<file path="src/common/charger_cfg_pkg.sv">
package charger_cfg_pkg;

    // Register offsets as seen by the serial protocol engine.
    localparam logic [7:0] THRESH_OFS = 8'h05;
    localparam logic [7:0] TIMER_OFS = 8'h06;
    localparam logic [7:0] FUNC1_OFS = 8'h07;

    // Reset values of the three registers.
    localparam logic [7:0] THRESH_RST = 8'h6B;
    localparam logic [7:0] TIMER_RST = 8'h38;
    localparam logic [7:0] FUNC1_RST = 8'h04;

    // Field positions in the threshold register.
    localparam int RCH_DIS_BIT = 7;
    localparam int RCH_SEL_LSB = 5;
    localparam int TRK_SEL_LSB = 3;
    localparam int WEAK_SEL_LSB = 0;

    // Field positions in the timer register.
    localparam int TEND_EN_BIT = 5;
    localparam int CHG_TMR_EN_BIT = 4;
    localparam int CHG_TMR_PER_BIT = 3;
    localparam int WD_EN_BIT = 2;
    localparam int WD_PER_BIT = 1;
    localparam int WD_KICK_BIT = 0;

    // Field positions in the function register.
    localparam int DEV_DIS_BIT = 6;
    localparam int BMON_FORCE_BIT = 5;
    localparam int THR_FORCE_BIT = 4;
    localparam int REG_DIS_BIT = 3;
    localparam int EOC_EN_BIT = 2;
    localparam int CHG_EN_BIT = 0;

    // Timing, each figure in its own unit, and the derived cycle counts.
    localparam int TMR_W = 36;
    localparam logic [35:0] CLK_HZ = 36'h0_0BEB_C200;
    localparam logic [35:0] MS_PER_S = 36'h0_0000_03E8;
    localparam logic [35:0] WD_SHORT_S = 36'h0_0000_0020;
    localparam logic [35:0] WD_LONG_S = 36'h0_0000_0040;
    localparam logic [35:0] DEGLITCH_MS = 36'h0_0000_001F;
    localparam logic [35:0] WD_SHORT_CYC = WD_SHORT_S * CLK_HZ;
    localparam logic [35:0] WD_LONG_CYC = WD_LONG_S * CLK_HZ;
    localparam logic [35:0] DEGLITCH_CYC = (DEGLITCH_MS * CLK_HZ + MS_PER_S - 36'h0_0000_0001)
        / MS_PER_S;

    // One register request from the serial protocol engine.
    typedef struct packed {
        logic wr;
        logic rd;
        logic [7:0] addr;
        logic [7:0] wdata;
    } reg_req_t;

    // Decoded configuration handed to the charger core.
    typedef struct packed {
        logic recharge_disable;
        logic [1:0] recharge_threshold_sel;
        logic [1:0] trickle_to_fast_threshold_sel;
        logic [2:0] weak_battery_threshold_sel;
        logic charge_complete_timer_enable;
        logic charge_safety_timer_enable;
        logic charge_timer_period_sel;
        logic watchdog_enable;
        logic watchdog_period_sel;
        logic device_disable;
        logic battery_monitor_force_on;
        logic thermistor_source_force_on;
        logic regulator_disable;
        logic end_of_charge_enable;
        logic charging_enable;
    } cfg_t;

    // Controls toward the analog section.
    typedef struct packed {
        logic battery_monitor_on;
        logic thermistor_source_on;
        logic regulator_on;
        logic iso_switch_forced_on;
        logic iso_switch_forced_off;
        logic device_shutdown;
    } analog_t;

    localparam cfg_t CFG_RST = '{
        recharge_disable: THRESH_RST[RCH_DIS_BIT],
        recharge_threshold_sel: THRESH_RST[RCH_SEL_LSB+:2],
        trickle_to_fast_threshold_sel: THRESH_RST[TRK_SEL_LSB+:2],
        weak_battery_threshold_sel: THRESH_RST[WEAK_SEL_LSB+:3],
        charge_complete_timer_enable: TIMER_RST[TEND_EN_BIT],
        charge_safety_timer_enable: TIMER_RST[CHG_TMR_EN_BIT],
        charge_timer_period_sel: TIMER_RST[CHG_TMR_PER_BIT],
        watchdog_enable: TIMER_RST[WD_EN_BIT],
        watchdog_period_sel: TIMER_RST[WD_PER_BIT],
        device_disable: FUNC1_RST[DEV_DIS_BIT],
        battery_monitor_force_on: FUNC1_RST[BMON_FORCE_BIT],
        thermistor_source_force_on: FUNC1_RST[THR_FORCE_BIT],
        regulator_disable: FUNC1_RST[REG_DIS_BIT],
        end_of_charge_enable: FUNC1_RST[EOC_EN_BIT],
        charging_enable: FUNC1_RST[CHG_EN_BIT]
    };

endpackage : charger_cfg_pkg

</file>
<file path="src/hw/level_sync3.sv">
`timescale 1ns/1ps
`default_nettype none

module level_sync3 #(
    parameter int W = 3
) (
    input wire logic ref_clk_i,
    input wire logic arst_n_i,
    input wire logic [W-1:0] async_i,
    output logic [W-1:0] level_o
);
    typedef struct packed {
        logic [W-1:0] s1;
        logic [W-1:0] s2;
        logic [W-1:0] s3;
        logic [W-1:0] q;
    } sync_state_t;

    sync_state_t s_ff;
    sync_state_t nxt_s;

    // A bit changes only once the second and third stages agree, which filters one-stage glitches.
    always_comb begin
        nxt_s = s_ff;
        nxt_s.s1 = async_i;
        nxt_s.s2 = s_ff.s1;
        nxt_s.s3 = s_ff.s2;
        nxt_s.q = (s_ff.s2 & s_ff.s3) | (s_ff.q & (s_ff.s2 | s_ff.s3));
    end

    always_ff @(posedge ref_clk_i or negedge arst_n_i) begin
        if (!arst_n_i) begin
            s_ff <= '0;
        end else begin
            s_ff <= nxt_s;
        end
    end

    assign level_o = s_ff.q;

endmodule : level_sync3

`default_nettype wire

</file>
<file path="src/hw/interval_timer.sv">
`timescale 1ns/1ps
`default_nettype none

module interval_timer
    import charger_cfg_pkg::*;
(
    input wire logic ref_clk_i,
    input wire logic arst_n_i,
    input wire logic run_i,
    input wire logic restart_i,
    input wire logic [TMR_W-1:0] limit_i,
    output logic expire_o
);
    typedef struct packed {
        logic [TMR_W-1:0] cnt;
        logic expire;
    } tmr_state_t;

    tmr_state_t s_ff;
    tmr_state_t nxt_s;

    // Restart wins over counting; a limit of zero behaves as one cycle.
    always_comb begin
        nxt_s = s_ff;
        nxt_s.expire = 1'b0;
        if (restart_i) begin
            nxt_s.cnt = '0;
        end else if (run_i) begin
            if ((s_ff.cnt + TMR_W'(1)) >= limit_i) begin
                nxt_s.cnt = '0;
                nxt_s.expire = 1'b1;
            end else begin
                nxt_s.cnt = s_ff.cnt + TMR_W'(1);
            end
        end
    end

    always_ff @(posedge ref_clk_i or negedge arst_n_i) begin
        if (!arst_n_i) begin
            s_ff <= '0;
        end else begin
            s_ff <= nxt_s;
        end
    end

    assign expire_o = s_ff.expire;

endmodule : interval_timer

`default_nettype wire

</file>
<file path="src/hw/charger_config_register_bank.sv">
// Functional notes
// - Recharge disable bit 7; reset keeps recharge on.
// - Recharge threshold code 80..260 mV, reset 11.
// - Trickle-to-fast threshold code, reset 01.
// - Weak threshold 2.7..3.4 V, reset 011.
// - Complete timer enable; 31 ms deglitch stays.
// - Safety timer enable bit 4, reset 1.
// - Period bit picks 30s/300min or 60s/600min.
// - Watchdog off when its enable is clear.
// - Watchdog period 32 s or 64 s.
// - Writing one to kick restarts watchdog.
// - Device disable bit 6 shuts device down.
// - Monitor on if input valid or forced.
// - Thermistor source on if valid or forced.
// - Regulator off; isolation switch forced on while charging enable is clear, forced off while it is set.
// - End-of-charge permission bit 2, reset 1.
// - Charging enable bit 0, reset 0.
// - Watchdog alarm sets read-only alarm flag.
`timescale 1ns/1ps
`default_nettype none

module charger_config_register_bank
    import charger_cfg_pkg::*;
#(
    parameter logic [35:0] WD_SHORT_CYCLES = WD_SHORT_CYC,
    parameter logic [35:0] WD_LONG_CYCLES = WD_LONG_CYC,
    parameter logic [35:0] DEGLITCH_CYCLES = DEGLITCH_CYC
) (
    input wire logic ref_clk_i,
    input wire logic arst_n_i,
    input wire reg_req_t req_i,
    output logic [7:0] rdata_o,
    input wire logic input_valid_i,
    input wire logic battery_above_dead_i,
    input wire logic eoc_condition_i,
    input wire logic watchdog_alarm_clear_i,
    output var cfg_t cfg_o,
    output var analog_t analog_o,
    output logic watchdog_alarm_flag_o,
    output logic eoc_deglitched_o,
    output logic charge_termination_ok_o
);

    typedef struct packed {
        cfg_t cfg;
        logic [7:0] rdata;
        logic kick;
        logic alarm;
        logic eoc_det;
        logic term_ok;
        analog_t analog;
    } bank_state_t;

    localparam bank_state_t ST_RST = '{
        cfg: CFG_RST,
        rdata: 8'h00,
        kick: 1'b0,
        alarm: 1'b0,
        eoc_det: 1'b0,
        term_ok: 1'b0,
        analog: '0
    };

    bank_state_t s_ff;
    bank_state_t nxt_s;

    logic input_valid;
    logic battery_above_dead;
    logic eoc_condition;
    logic wd_run;
    logic wd_restart;
    logic wd_expire;
    logic [TMR_W-1:0] wd_limit;
    logic dg_expire;

    // Pin levels from the analog comparators are asynchronous to this clock.
    level_sync3 #(
        .W(3)
    ) u_pin_sync (
        .ref_clk_i(ref_clk_i),
        .arst_n_i(arst_n_i),
        .async_i({input_valid_i, battery_above_dead_i, eoc_condition_i}),
        .level_o({input_valid, battery_above_dead, eoc_condition})
    );

    // Readback assembly; unused positions and the kick bit are left at zero.
    function automatic logic [7:0] read_byte(input cfg_t c, input logic [7:0] addr);
        logic [7:0] b;
        b = 8'h00;
        if (addr == THRESH_OFS) begin
            b[RCH_DIS_BIT] = c.recharge_disable;
            b[RCH_SEL_LSB+:2] = c.recharge_threshold_sel;
            b[TRK_SEL_LSB+:2] = c.trickle_to_fast_threshold_sel;
            b[WEAK_SEL_LSB+:3] = c.weak_battery_threshold_sel;
        end else if (addr == TIMER_OFS) begin
            b[TEND_EN_BIT] = c.charge_complete_timer_enable;
            b[CHG_TMR_EN_BIT] = c.charge_safety_timer_enable;
            b[CHG_TMR_PER_BIT] = c.charge_timer_period_sel;
            b[WD_EN_BIT] = c.watchdog_enable;
            b[WD_PER_BIT] = c.watchdog_period_sel;
        end else if (addr == FUNC1_OFS) begin
            b[DEV_DIS_BIT] = c.device_disable;
            b[BMON_FORCE_BIT] = c.battery_monitor_force_on;
            b[THR_FORCE_BIT] = c.thermistor_source_force_on;
            b[REG_DIS_BIT] = c.regulator_disable;
            b[EOC_EN_BIT] = c.end_of_charge_enable;
            b[CHG_EN_BIT] = c.charging_enable;
        end
        return b;
    endfunction : read_byte

    // The watchdog only runs while enabled and the battery is past the dead level.
    assign wd_run = s_ff.cfg.watchdog_enable & battery_above_dead;
    assign wd_restart = s_ff.kick | ~wd_run;
    assign wd_limit = s_ff.cfg.watchdog_period_sel ? WD_LONG_CYCLES : WD_SHORT_CYCLES;

    interval_timer u_watchdog (
        .ref_clk_i(ref_clk_i),
        .arst_n_i(arst_n_i),
        .run_i(wd_run),
        .restart_i(wd_restart),
        .limit_i(wd_limit),
        .expire_o(wd_expire)
    );

    // The end-of-charge deglitch stays in service whether or not the completion timer is on.
    interval_timer u_eoc_deglitch (
        .ref_clk_i(ref_clk_i),
        .arst_n_i(arst_n_i),
        .run_i(eoc_condition),
        .restart_i(~eoc_condition),
        .limit_i(DEGLITCH_CYCLES),
        .expire_o(dg_expire)
    );

    // Register writes, read answers and the derived controls.
    always_comb begin
        nxt_s = s_ff;
        nxt_s.kick = 1'b0;
        if (req_i.wr) begin
            if (req_i.addr == THRESH_OFS) begin
                nxt_s.cfg.recharge_disable = req_i.wdata[RCH_DIS_BIT];
                nxt_s.cfg.recharge_threshold_sel = req_i.wdata[RCH_SEL_LSB+:2];
                nxt_s.cfg.trickle_to_fast_threshold_sel = req_i.wdata[TRK_SEL_LSB+:2];
                nxt_s.cfg.weak_battery_threshold_sel = req_i.wdata[WEAK_SEL_LSB+:3];
            end else if (req_i.addr == TIMER_OFS) begin
                nxt_s.cfg.charge_complete_timer_enable = req_i.wdata[TEND_EN_BIT];
                nxt_s.cfg.charge_safety_timer_enable = req_i.wdata[CHG_TMR_EN_BIT];
                nxt_s.cfg.charge_timer_period_sel = req_i.wdata[CHG_TMR_PER_BIT];
                nxt_s.cfg.watchdog_enable = req_i.wdata[WD_EN_BIT];
                nxt_s.cfg.watchdog_period_sel = req_i.wdata[WD_PER_BIT];
                nxt_s.kick = req_i.wdata[WD_KICK_BIT];
            end else if (req_i.addr == FUNC1_OFS) begin
                nxt_s.cfg.device_disable = req_i.wdata[DEV_DIS_BIT];
                nxt_s.cfg.battery_monitor_force_on = req_i.wdata[BMON_FORCE_BIT];
                nxt_s.cfg.thermistor_source_force_on = req_i.wdata[THR_FORCE_BIT];
                nxt_s.cfg.regulator_disable = req_i.wdata[REG_DIS_BIT];
                nxt_s.cfg.end_of_charge_enable = req_i.wdata[EOC_EN_BIT];
                nxt_s.cfg.charging_enable = req_i.wdata[CHG_EN_BIT];
            end
        end
        // A read returns the value held before any write in the same cycle.
        if (req_i.rd) begin
            nxt_s.rdata = read_byte(s_ff.cfg, req_i.addr);
        end
        // The alarm is sticky; an expiry in the clearing cycle is kept.
        if (wd_expire) begin
            nxt_s.alarm = 1'b1;
        end else if (watchdog_alarm_clear_i) begin
            nxt_s.alarm = 1'b0;
        end
        // The deglitched level drops at once when the condition goes away.
        if (!eoc_condition) begin
            nxt_s.eoc_det = 1'b0;
        end else if (dg_expire) begin
            nxt_s.eoc_det = 1'b1;
        end
        nxt_s.term_ok = s_ff.eoc_det & s_ff.cfg.end_of_charge_enable;
        nxt_s.analog.battery_monitor_on = input_valid
            | s_ff.cfg.battery_monitor_force_on;
        nxt_s.analog.thermistor_source_on = input_valid
            | s_ff.cfg.thermistor_source_force_on;
        nxt_s.analog.regulator_on = ~s_ff.cfg.regulator_disable;
        nxt_s.analog.iso_switch_forced_on = s_ff.cfg.regulator_disable & ~s_ff.cfg.charging_enable;
        nxt_s.analog.iso_switch_forced_off = s_ff.cfg.regulator_disable & s_ff.cfg.charging_enable;
        nxt_s.analog.device_shutdown = s_ff.cfg.device_disable;
    end

    // Single state register for the whole bank.
    always_ff @(posedge ref_clk_i or negedge arst_n_i) begin
        if (!arst_n_i) begin
            s_ff <= ST_RST;
        end else begin
            s_ff <= nxt_s;
        end
    end

    // Every output is a field of the state register.
    assign rdata_o = s_ff.rdata;
    assign cfg_o = s_ff.cfg;
    assign analog_o = s_ff.analog;
    assign watchdog_alarm_flag_o = s_ff.alarm;
    assign eoc_deglitched_o = s_ff.eoc_det;
    assign charge_termination_ok_o = s_ff.term_ok;
endmodule : charger_config_register_bank

`default_nettype wire

</file>
<file path="config.mk">
export PLATFORM = sky130hd
export DESIGN_NAME = charger_config_register_bank
export DESIGN_NICKNAME = d
export VERILOG_FILES = /design/src/common/charger_cfg_pkg.sv /design/src/hw/level_sync3.sv /design/src/hw/interval_timer.sv /design/src/hw/charger_config_register_bank.sv
export SDC_FILE = /design/constraint.sdc
export NUM_CORES = 1
export LEC_CHECK = 0
export BUFFER_PORTS_ARGS = -buffer_cell sky130_fd_sc_hd__buf_2
export CAP_MARGIN = 25
export CORE_UTILIZATION = 40
export CTS_BUF_LIST = sky130_fd_sc_hd__clkbuf_8
export CTS_CLUSTER_SIZE = 40
export DETAILED_ROUTE_END_ITERATION = 8
export PLACE_DENSITY = 0.53
export SLEW_MARGIN = 20
export SYNTH_ARGS = -nofsm -noshare
export SYNTH_HDL_FRONTEND = slang
export SYNTH_SLANG_ARGS = --single-unit
</file>
<file path="constraint.sdc">
create_clock -name ref_clk_i -period 9.98 [get_ports ref_clk_i]
set_input_delay 1.497 -clock ref_clk_i [delete_from_list [all_inputs] [get_ports ref_clk_i]]
set_output_delay 1.497 -clock ref_clk_i [all_outputs]
set_load 0.02 [all_outputs]
</file>
==> results of run 1 <==
## routing by layer
metal	wire [µm]	part of all wire (%)	track usage [%]
met1	6480	46	22.7
met2	6970	49	29.0
met3	410	2.9	3.21
met4	247	1.8	7.57
met5	0	0	0
## flip-flops by register name, indices dropped and copies added (netlist names)
name	count
analog_o	6
cfg_o	19
charge_termination_ok_o	1
eoc_deglitched_o	1
rdata_o	8
s_ff	1
u_eoc_deglitch.expire_o	1
u_eoc_deglitch.s_ff	36
u_pin_sync.level_o	3
u_pin_sync.nxt_s	6
u_pin_sync.s_ff	3
u_watchdog.expire_o	1
u_watchdog.s_ff	36
watchdog_alarm_flag_o	1
## worst max path at each step
stage,end,cells after the start,from,slack (ns)
after global routing,u_watchdog.s_ff[19],15,u_watchdog.s_ff[1],5.50
final,u_watchdog.s_ff[23],15,u_watchdog.s_ff[1],5.88
after detailed placement,u_watchdog.s_ff[18],15,u_watchdog.s_ff[1],5.83
after CTS,u_watchdog.s_ff[23],15,u_watchdog.s_ff[1],5.83
after global placement,u_watchdog.s_ff[23],15,u_watchdog.s_ff[1],6.00
after floorplan,u_watchdog.s_ff[20],19,u_watchdog.s_ff[1],6.45
## final cells by class
type                            count  area, µm²  area share (%)
Clock inverter                     13        214            2.90
Multi-Input combinational cell    464       3150            42.7
Tap cell                          216        270            3.66
Clock buffer                       19        262            3.54
Inverter                           14       52.6           0.712
Timing Repair Buffer               64        343            4.65
Sequential cell                   123       3090            41.9
## cells in the final DEF (no fill, tap or decap), types with 12 or more instances in the layout
cell type | synthesis | layout
a21oi_1 | 21 | 21
nand2_1 | 50 | 50
mux2_2 | 20 | 20
ha_1 | 12 | 12
clkbuf_8 | 0 | 19
inv_1 | 14 | 15
dfrtp_1 | 114 | 114
nor2_1 | 58 | 58
conb_1 | 1 | 15
o21ai_0 | 14 | 14
xnor2_1 | 22 | 22
and2_1 | 13 | 13
nand4_1 | 20 | 20
buf_2 | 12 | 58
nor4b_1 | 24 | 24
xor2_1 | 33 | 33
nand3_1 | 28 | 28
## cell families after synthesis
family,after synthesis,share of synthesized area (%)
multiplexers,23,3.83
buffers and inverters,81,7.36
AND/OR/NAND/NOR,276,24.3
other,1,0.0563
XOR/XNOR,55,7.23
AO/OA/AOI/OAI,80,8.15
adder cells (fa/ha/maj),15,2.70
flip-flops,123,46.3
## power breakdown
group | switching [µW] | total (µW) | internal (µW)
logic | 37.7 | 58.9 | 21.2
clock network | 211 | 525 | 313
registers | 10.6 | 525 | 514
total | 260 | 1110 | 849
## through the flow
stage,hold slack [ns],worst slack (ns),instances
global route,0.365,5.50,913
global placement,0.332,6.00,880
finish,0.356,5.88,913
detailed placement,0.336,5.83,880
floorplan,0.331,6.45,668
CTS,0.356,5.83,912
## worst max-delay path, stage by stage (launching register included)
cell	delay [ns]
dfrtp_1	0.37
ha_1	0.19
and2_1	0.25
and2_1	0.33
and3_1	0.31
and3_1	0.19
xor2_1	0.08
ha_1	0.30
a21oi_1	0.07
o21a_1	0.23
a21oi_1	0.15
o21a_1	0.11
a31oi_1	0.04
nor4_1	0.39
o21a_1	0.80
nor4b_1	0.13
==> impl_metrics.toml, run 1 <==
[synth]
synth_top_area_share_pct = 42.8
ys.flop_type = "dfrtp_1"
async_flop_share_pct = 100
synth_cell_types = 64
yosysTopAreaCell = "dfrtp_1"
yosys.cell_count.top_type = "dfrtp_1"
yosysWarnings = 0
avgSynthCellArea_um2 = 10.2
synthCells = 654
ys_seq_elements = 123
synth_common_cells = "dfrtp_1 (114), nor2_1 (58), nand2_1 (50)"
synthTopCellsByArea = "dfrtp_1 (43%), xor2_1 (4.3%), buf_4 (3.9%)"
synth_edf_count = 0
ys_seq_area_share_pct = 46.3
syn_area_um2 = 6670

[placement]
placedInstanceArea_um2 = 6890
portBuffers = 59
hpwl_um = 9690
gp_congestion = 0.843

[final_layout]
final_util_pct = 45.9
nets = 720
drive_above_1_share_pct = 20.2
area_growth_pct = 10.7
fin_area_um2 = 7380
nFillCells = 1534
diodes = 0

[detailed_routing]
dr.pass1.iters = 5
via_per_inst = 5.27
post_drt_wl_per_cell_um = 15.4
drc_errors = 0
drt_iter0_markers = 258
vias = 4813
ant_nets = 0
wirelength_um = 14100

[power_and_ir_drop]
cellPowerDensity_nw_per_um2 = 150
ir_drop_mv = 0.0884
power_leakage_uw = 0.00318
total_power_uw = 1110

[floorplanning]
initial_core_util_pct = 41.5
core_um2 = 16100
die_x_um = 131
die_h_um = 131
fp-row-count = 46
pin_count = 60
die_area_um2 = 17200

[worst_hold_path]
holdCritPathClass = "reg2reg"
hold_end = "u_pin_sync.nxt_s[3]"
holdPathStages = 0
worstHoldStart = "u_pin_sync.nxt_s[6]"

[clock_network]
cts_buffers = 17
cts_buffer_depth = 2
cts_setup_buffers = 0
path_clk_slew_ns = 0.08
hold_buffers = 0
clkSinkCount = 123
clk_latency_ns = 0.45
cts_tree = "yes"
cts_root_buf = "clkbuf_8"
htree_levels = 4
cts-resized-gates = 0

[setup_path]
start_kind = "flop"
crit_type = "reg2reg"
arrival_ns = 4.38
ff2ff_setup_slack_ns = 5.88
critPathCaptureType = "flop"
regToRegStartpoint = "u_watchdog.s_ff[1]"
r2r_cells = 15
crit_fanout = 24
required_ns = 10.26
r2r_end = "u_watchdog.s_ff[23]"

[timing]
finalClockSkew_ns = 0.0117
slew_headroom_pct = 38.5
min_period_over_period_pct = 41.1
rsz0062_at_grt = "no"
slew_viol_final = 0
setup_viol = 0
finalHoldViolCount = 0
tightest_slew_ns = 0.923
min_period_ns = 4.10
finalSetupTns_ns = 0
fmax_mhz = 244

[run_status]
status = "complete, no violations"

[job]
maxCapViolCount = 0

[global_routing]
antenna_found_initial = 0
grt-ovfl-total = 0
grt_max_degree = 67
grt_pass1_vias = 4779
grtUsageTotal_pct = 17.6
grt_pass1_wl_um = 23400
Power figures use the tool's default switching activity.
==> run 2, diff against run 1 <==
--- a/config.mk
+++ b/config.mk
@@ -11,7 +11,7 @@
 export CTS_BUF_LIST = sky130_fd_sc_hd__clkbuf_8
 export CTS_CLUSTER_SIZE = 40
 export DETAILED_ROUTE_END_ITERATION = 8
-export PLACE_DENSITY = 0.53
+export PLACE_DENSITY = 0.56
 export SLEW_MARGIN = 20
 export SYNTH_ARGS = -nofsm -noshare
 export SYNTH_HDL_FRONTEND = slang
==> constraint.sdc (replaced) <==
create_clock -name ref_clk_i -period 3.4 [get_ports ref_clk_i]
set_input_delay 0.51 -clock ref_clk_i [delete_from_list [all_inputs] [get_ports ref_clk_i]]
set_output_delay 0.51 -clock ref_clk_i [all_outputs]
set_load 0.02 [all_outputs]
==> run 2 against run 1 <==
Against the previous run: cell count up 5.3%; final area up 8.0%; clock power rose to 2.5 times the previous value; critical path depth down 1; hold slack worse by 0.19 ns; clock skew about the same; global-route usage up 1.1 points; register-to-register slack worse by 5.8 ns; wire length up 8.8%; largest power group unchanged; highest routed layer unchanged.
==> impl_metrics.toml, run 2 (synthesis results as in run 1) <==
[run_status]
status = "complete, no violations"

[clock_network]
cts_buffers = 17
cts_root_buf = "clkbuf_8"
clkSinkCount = 123
clk_latency_ns = 0.44
htree_levels = 4
cts_tree = "yes"
path_clk_slew_ns = 0.09
cts_buffer_depth = 2

[placement]
hpwl_um = 10500
dp.cells = 914
gp_congestion = 0.815
portBuffers = 59

[power_and_ir_drop]
ir_drop_mv = 0.302
p_sw_share_pct = 27.9
pwr-share-clk_pct = 43.5
power_leakage_uw = 0.00345
comb_power_share_pct = 5.9
p_int_uw = 2200
netSwitchingPower_uw = 850
power_frac_seq_pct = 50.6
cellPowerDensity_nw_per_um2 = 382

[worst_hold_path]
holdPathStages = 1
worstHoldStart = "input_valid_i"
holdCritPathClass = "in2reg"
hold_end = "u_pin_sync.nxt_s[8]"

[global_routing]
grt_pass1_wl_um = 24900
antenna_found_initial = 0
grtUsageTotal_pct = 18.7
grt-ovfl-total = 0
grt_pass1_vias = 4917
grt_max_degree = 108

[floorplanning]
die_h_um = 131
die_x_um = 131
die_area_um2 = 17200
initial_core_util_pct = 41.5
pin_count = 60
fp-row-count = 46
core_um2 = 16100

[detailed_routing]
ant_nets = 0
vias = 5070
dr.pass1.iters = 4
post_drt_wl_per_cell_um = 16.0
drc_errors = 0
wirelength_um = 15300
drt_iter0_markers = 285
via_per_inst = 5.28

[timing]
slew_headroom_pct = 59.1
finalClockSkew_ns = 0.0117
slew_viol_final = 0
finalHoldViolCount = 0
min_period_ns = 3.29
timing.hold.ws_ns = 0.163
setup_viol = 0
min_period_over_period_pct = 96.6
fmax_mhz = 304
tightest_slew_ns = 0.613

[final_layout]
diodes = 0
most-common-layout-cells = "dfrtp_1 (114), nor2_1 (58), buf_2 (58)"
drive_above_1_share_pct = 30.6
area_growth_pct = 19.5
nets = 768
layout_commonest_cell = "dfrtp_1"
layout.cells.non_filler = 961
final_util_pct = 49.6

[setup_path]
crit_fanout = 7
arrival_ns = 3.62
critPathCaptureType = "flop"
crit_type = "reg2reg"
regToRegStartpoint = "u_watchdog.s_ff[1]"
ff2ff_setup_slack_ns = 0.11
r2r_end = "u_watchdog.s_ff[20]"
start_kind = "flop"
required_ns = 3.73
r2r_cells = 14

[job]
maxCapViolCount = 0
==> run 2: cell types whose count changed in the layout (fill, tap and decap cells not counted), sizes merged <==
cell         previous run  this run
buf                    64       110
inv                    18        26
bufinv                  5         1
clkinv                  3         1
clkbuf                 19        18
dlygate4sd3             0         1
==> run 2: power groups by stage <==
stage          combinational [µW]  sequential, µW  clock [µW]
4_1_cts                       180            1540        1360
6_report                      178            1540        1330
3_3_place_gp                  175            1570           0
3_5_place_dp                  178            1570           0
5_1_grt                       200            1550        1420
2_1_floorplan                 119            1560           0
==> run 2: per-layer routing <==
metal	GRT usage, %	vias up	wire length (µm)
met5	0	-	0
met4	5.34	0	89
met3	4.67	11	505
met2	31.0	75	7780
met1	24.2	2532	6960
li1	-	2452	-
==> run 2: what timing repair did <==
action                                 4_1_cts  5_1_grt
hold buffers                                 1        0
endpoints found under the hold margin       16        0
setup endpoints to repair                   13       35
buffers inserted                             2       10
gates resized for setup                      2       31
cloned                                       0        2
pin swaps                                    2        7
==> run 2: worst max-delay path, stage by stage, from the launching register on <==
cell and delay (ns):
dfrtp_1 0.41, ha_2 0.20, and2_1 0.14, and2_4 0.16, and3_4 0.17, and3_4 0.18
xor2_2 0.15, ha_1 0.32, a21oi_2 0.06, o21a_1 0.22, a211o_1 0.35, nor4_4 0.34
o21ai_2 0.13, buf_4 0.18, and4b_1 0.18
==> run 2: worst max-delay path by stage <==
stage               depth (start not counted)                 from                   to  slack (ns)
CTS                                        14   u_watchdog.s_ff[7]   u_watchdog.s_ff[8]       0.004
finish                                     14   u_watchdog.s_ff[1]  u_watchdog.s_ff[20]        0.11
floorplan                                  17   u_watchdog.s_ff[1]  u_watchdog.s_ff[17]      -0.002
detailed placement                         14  u_watchdog.s_ff[18]   u_watchdog.s_ff[8]       0.002
global route                               15   u_watchdog.s_ff[6]  u_watchdog.s_ff[17]       -0.04
global placement                           13  u_watchdog.s_ff[18]  u_watchdog.s_ff[34]        0.15
==> run 2: cell type report <==
type / count / area, µm²
clock inverters: 15 / 166
repair buffers: 112 / 757
clock buffers: 17 / 234
flip-flops and latches: 123 / 3090
multi-input cells: 464 / 3390
well taps: 216 / 270
fillers: 1460 / 8090
inverters: 14 / 52.6
==> run 2: per-stage QoR <==
step / power, µW / TNS, ns / setup WS, ns / area, µm²
after floorplan: 1680 / -0.0115 / -0.00164 / 6810
after global placement: 1740 / 0 / 0.148 / 7250
after detailed placement: 1750 / 0 / 0.00243 / 7250
after CTS: 3080 / 0 / 0.00373 / 7680
after global routing: 3170 / -0.850 / -0.0440 / 7960
final: 3050 / 0 / 0.114 / 7960
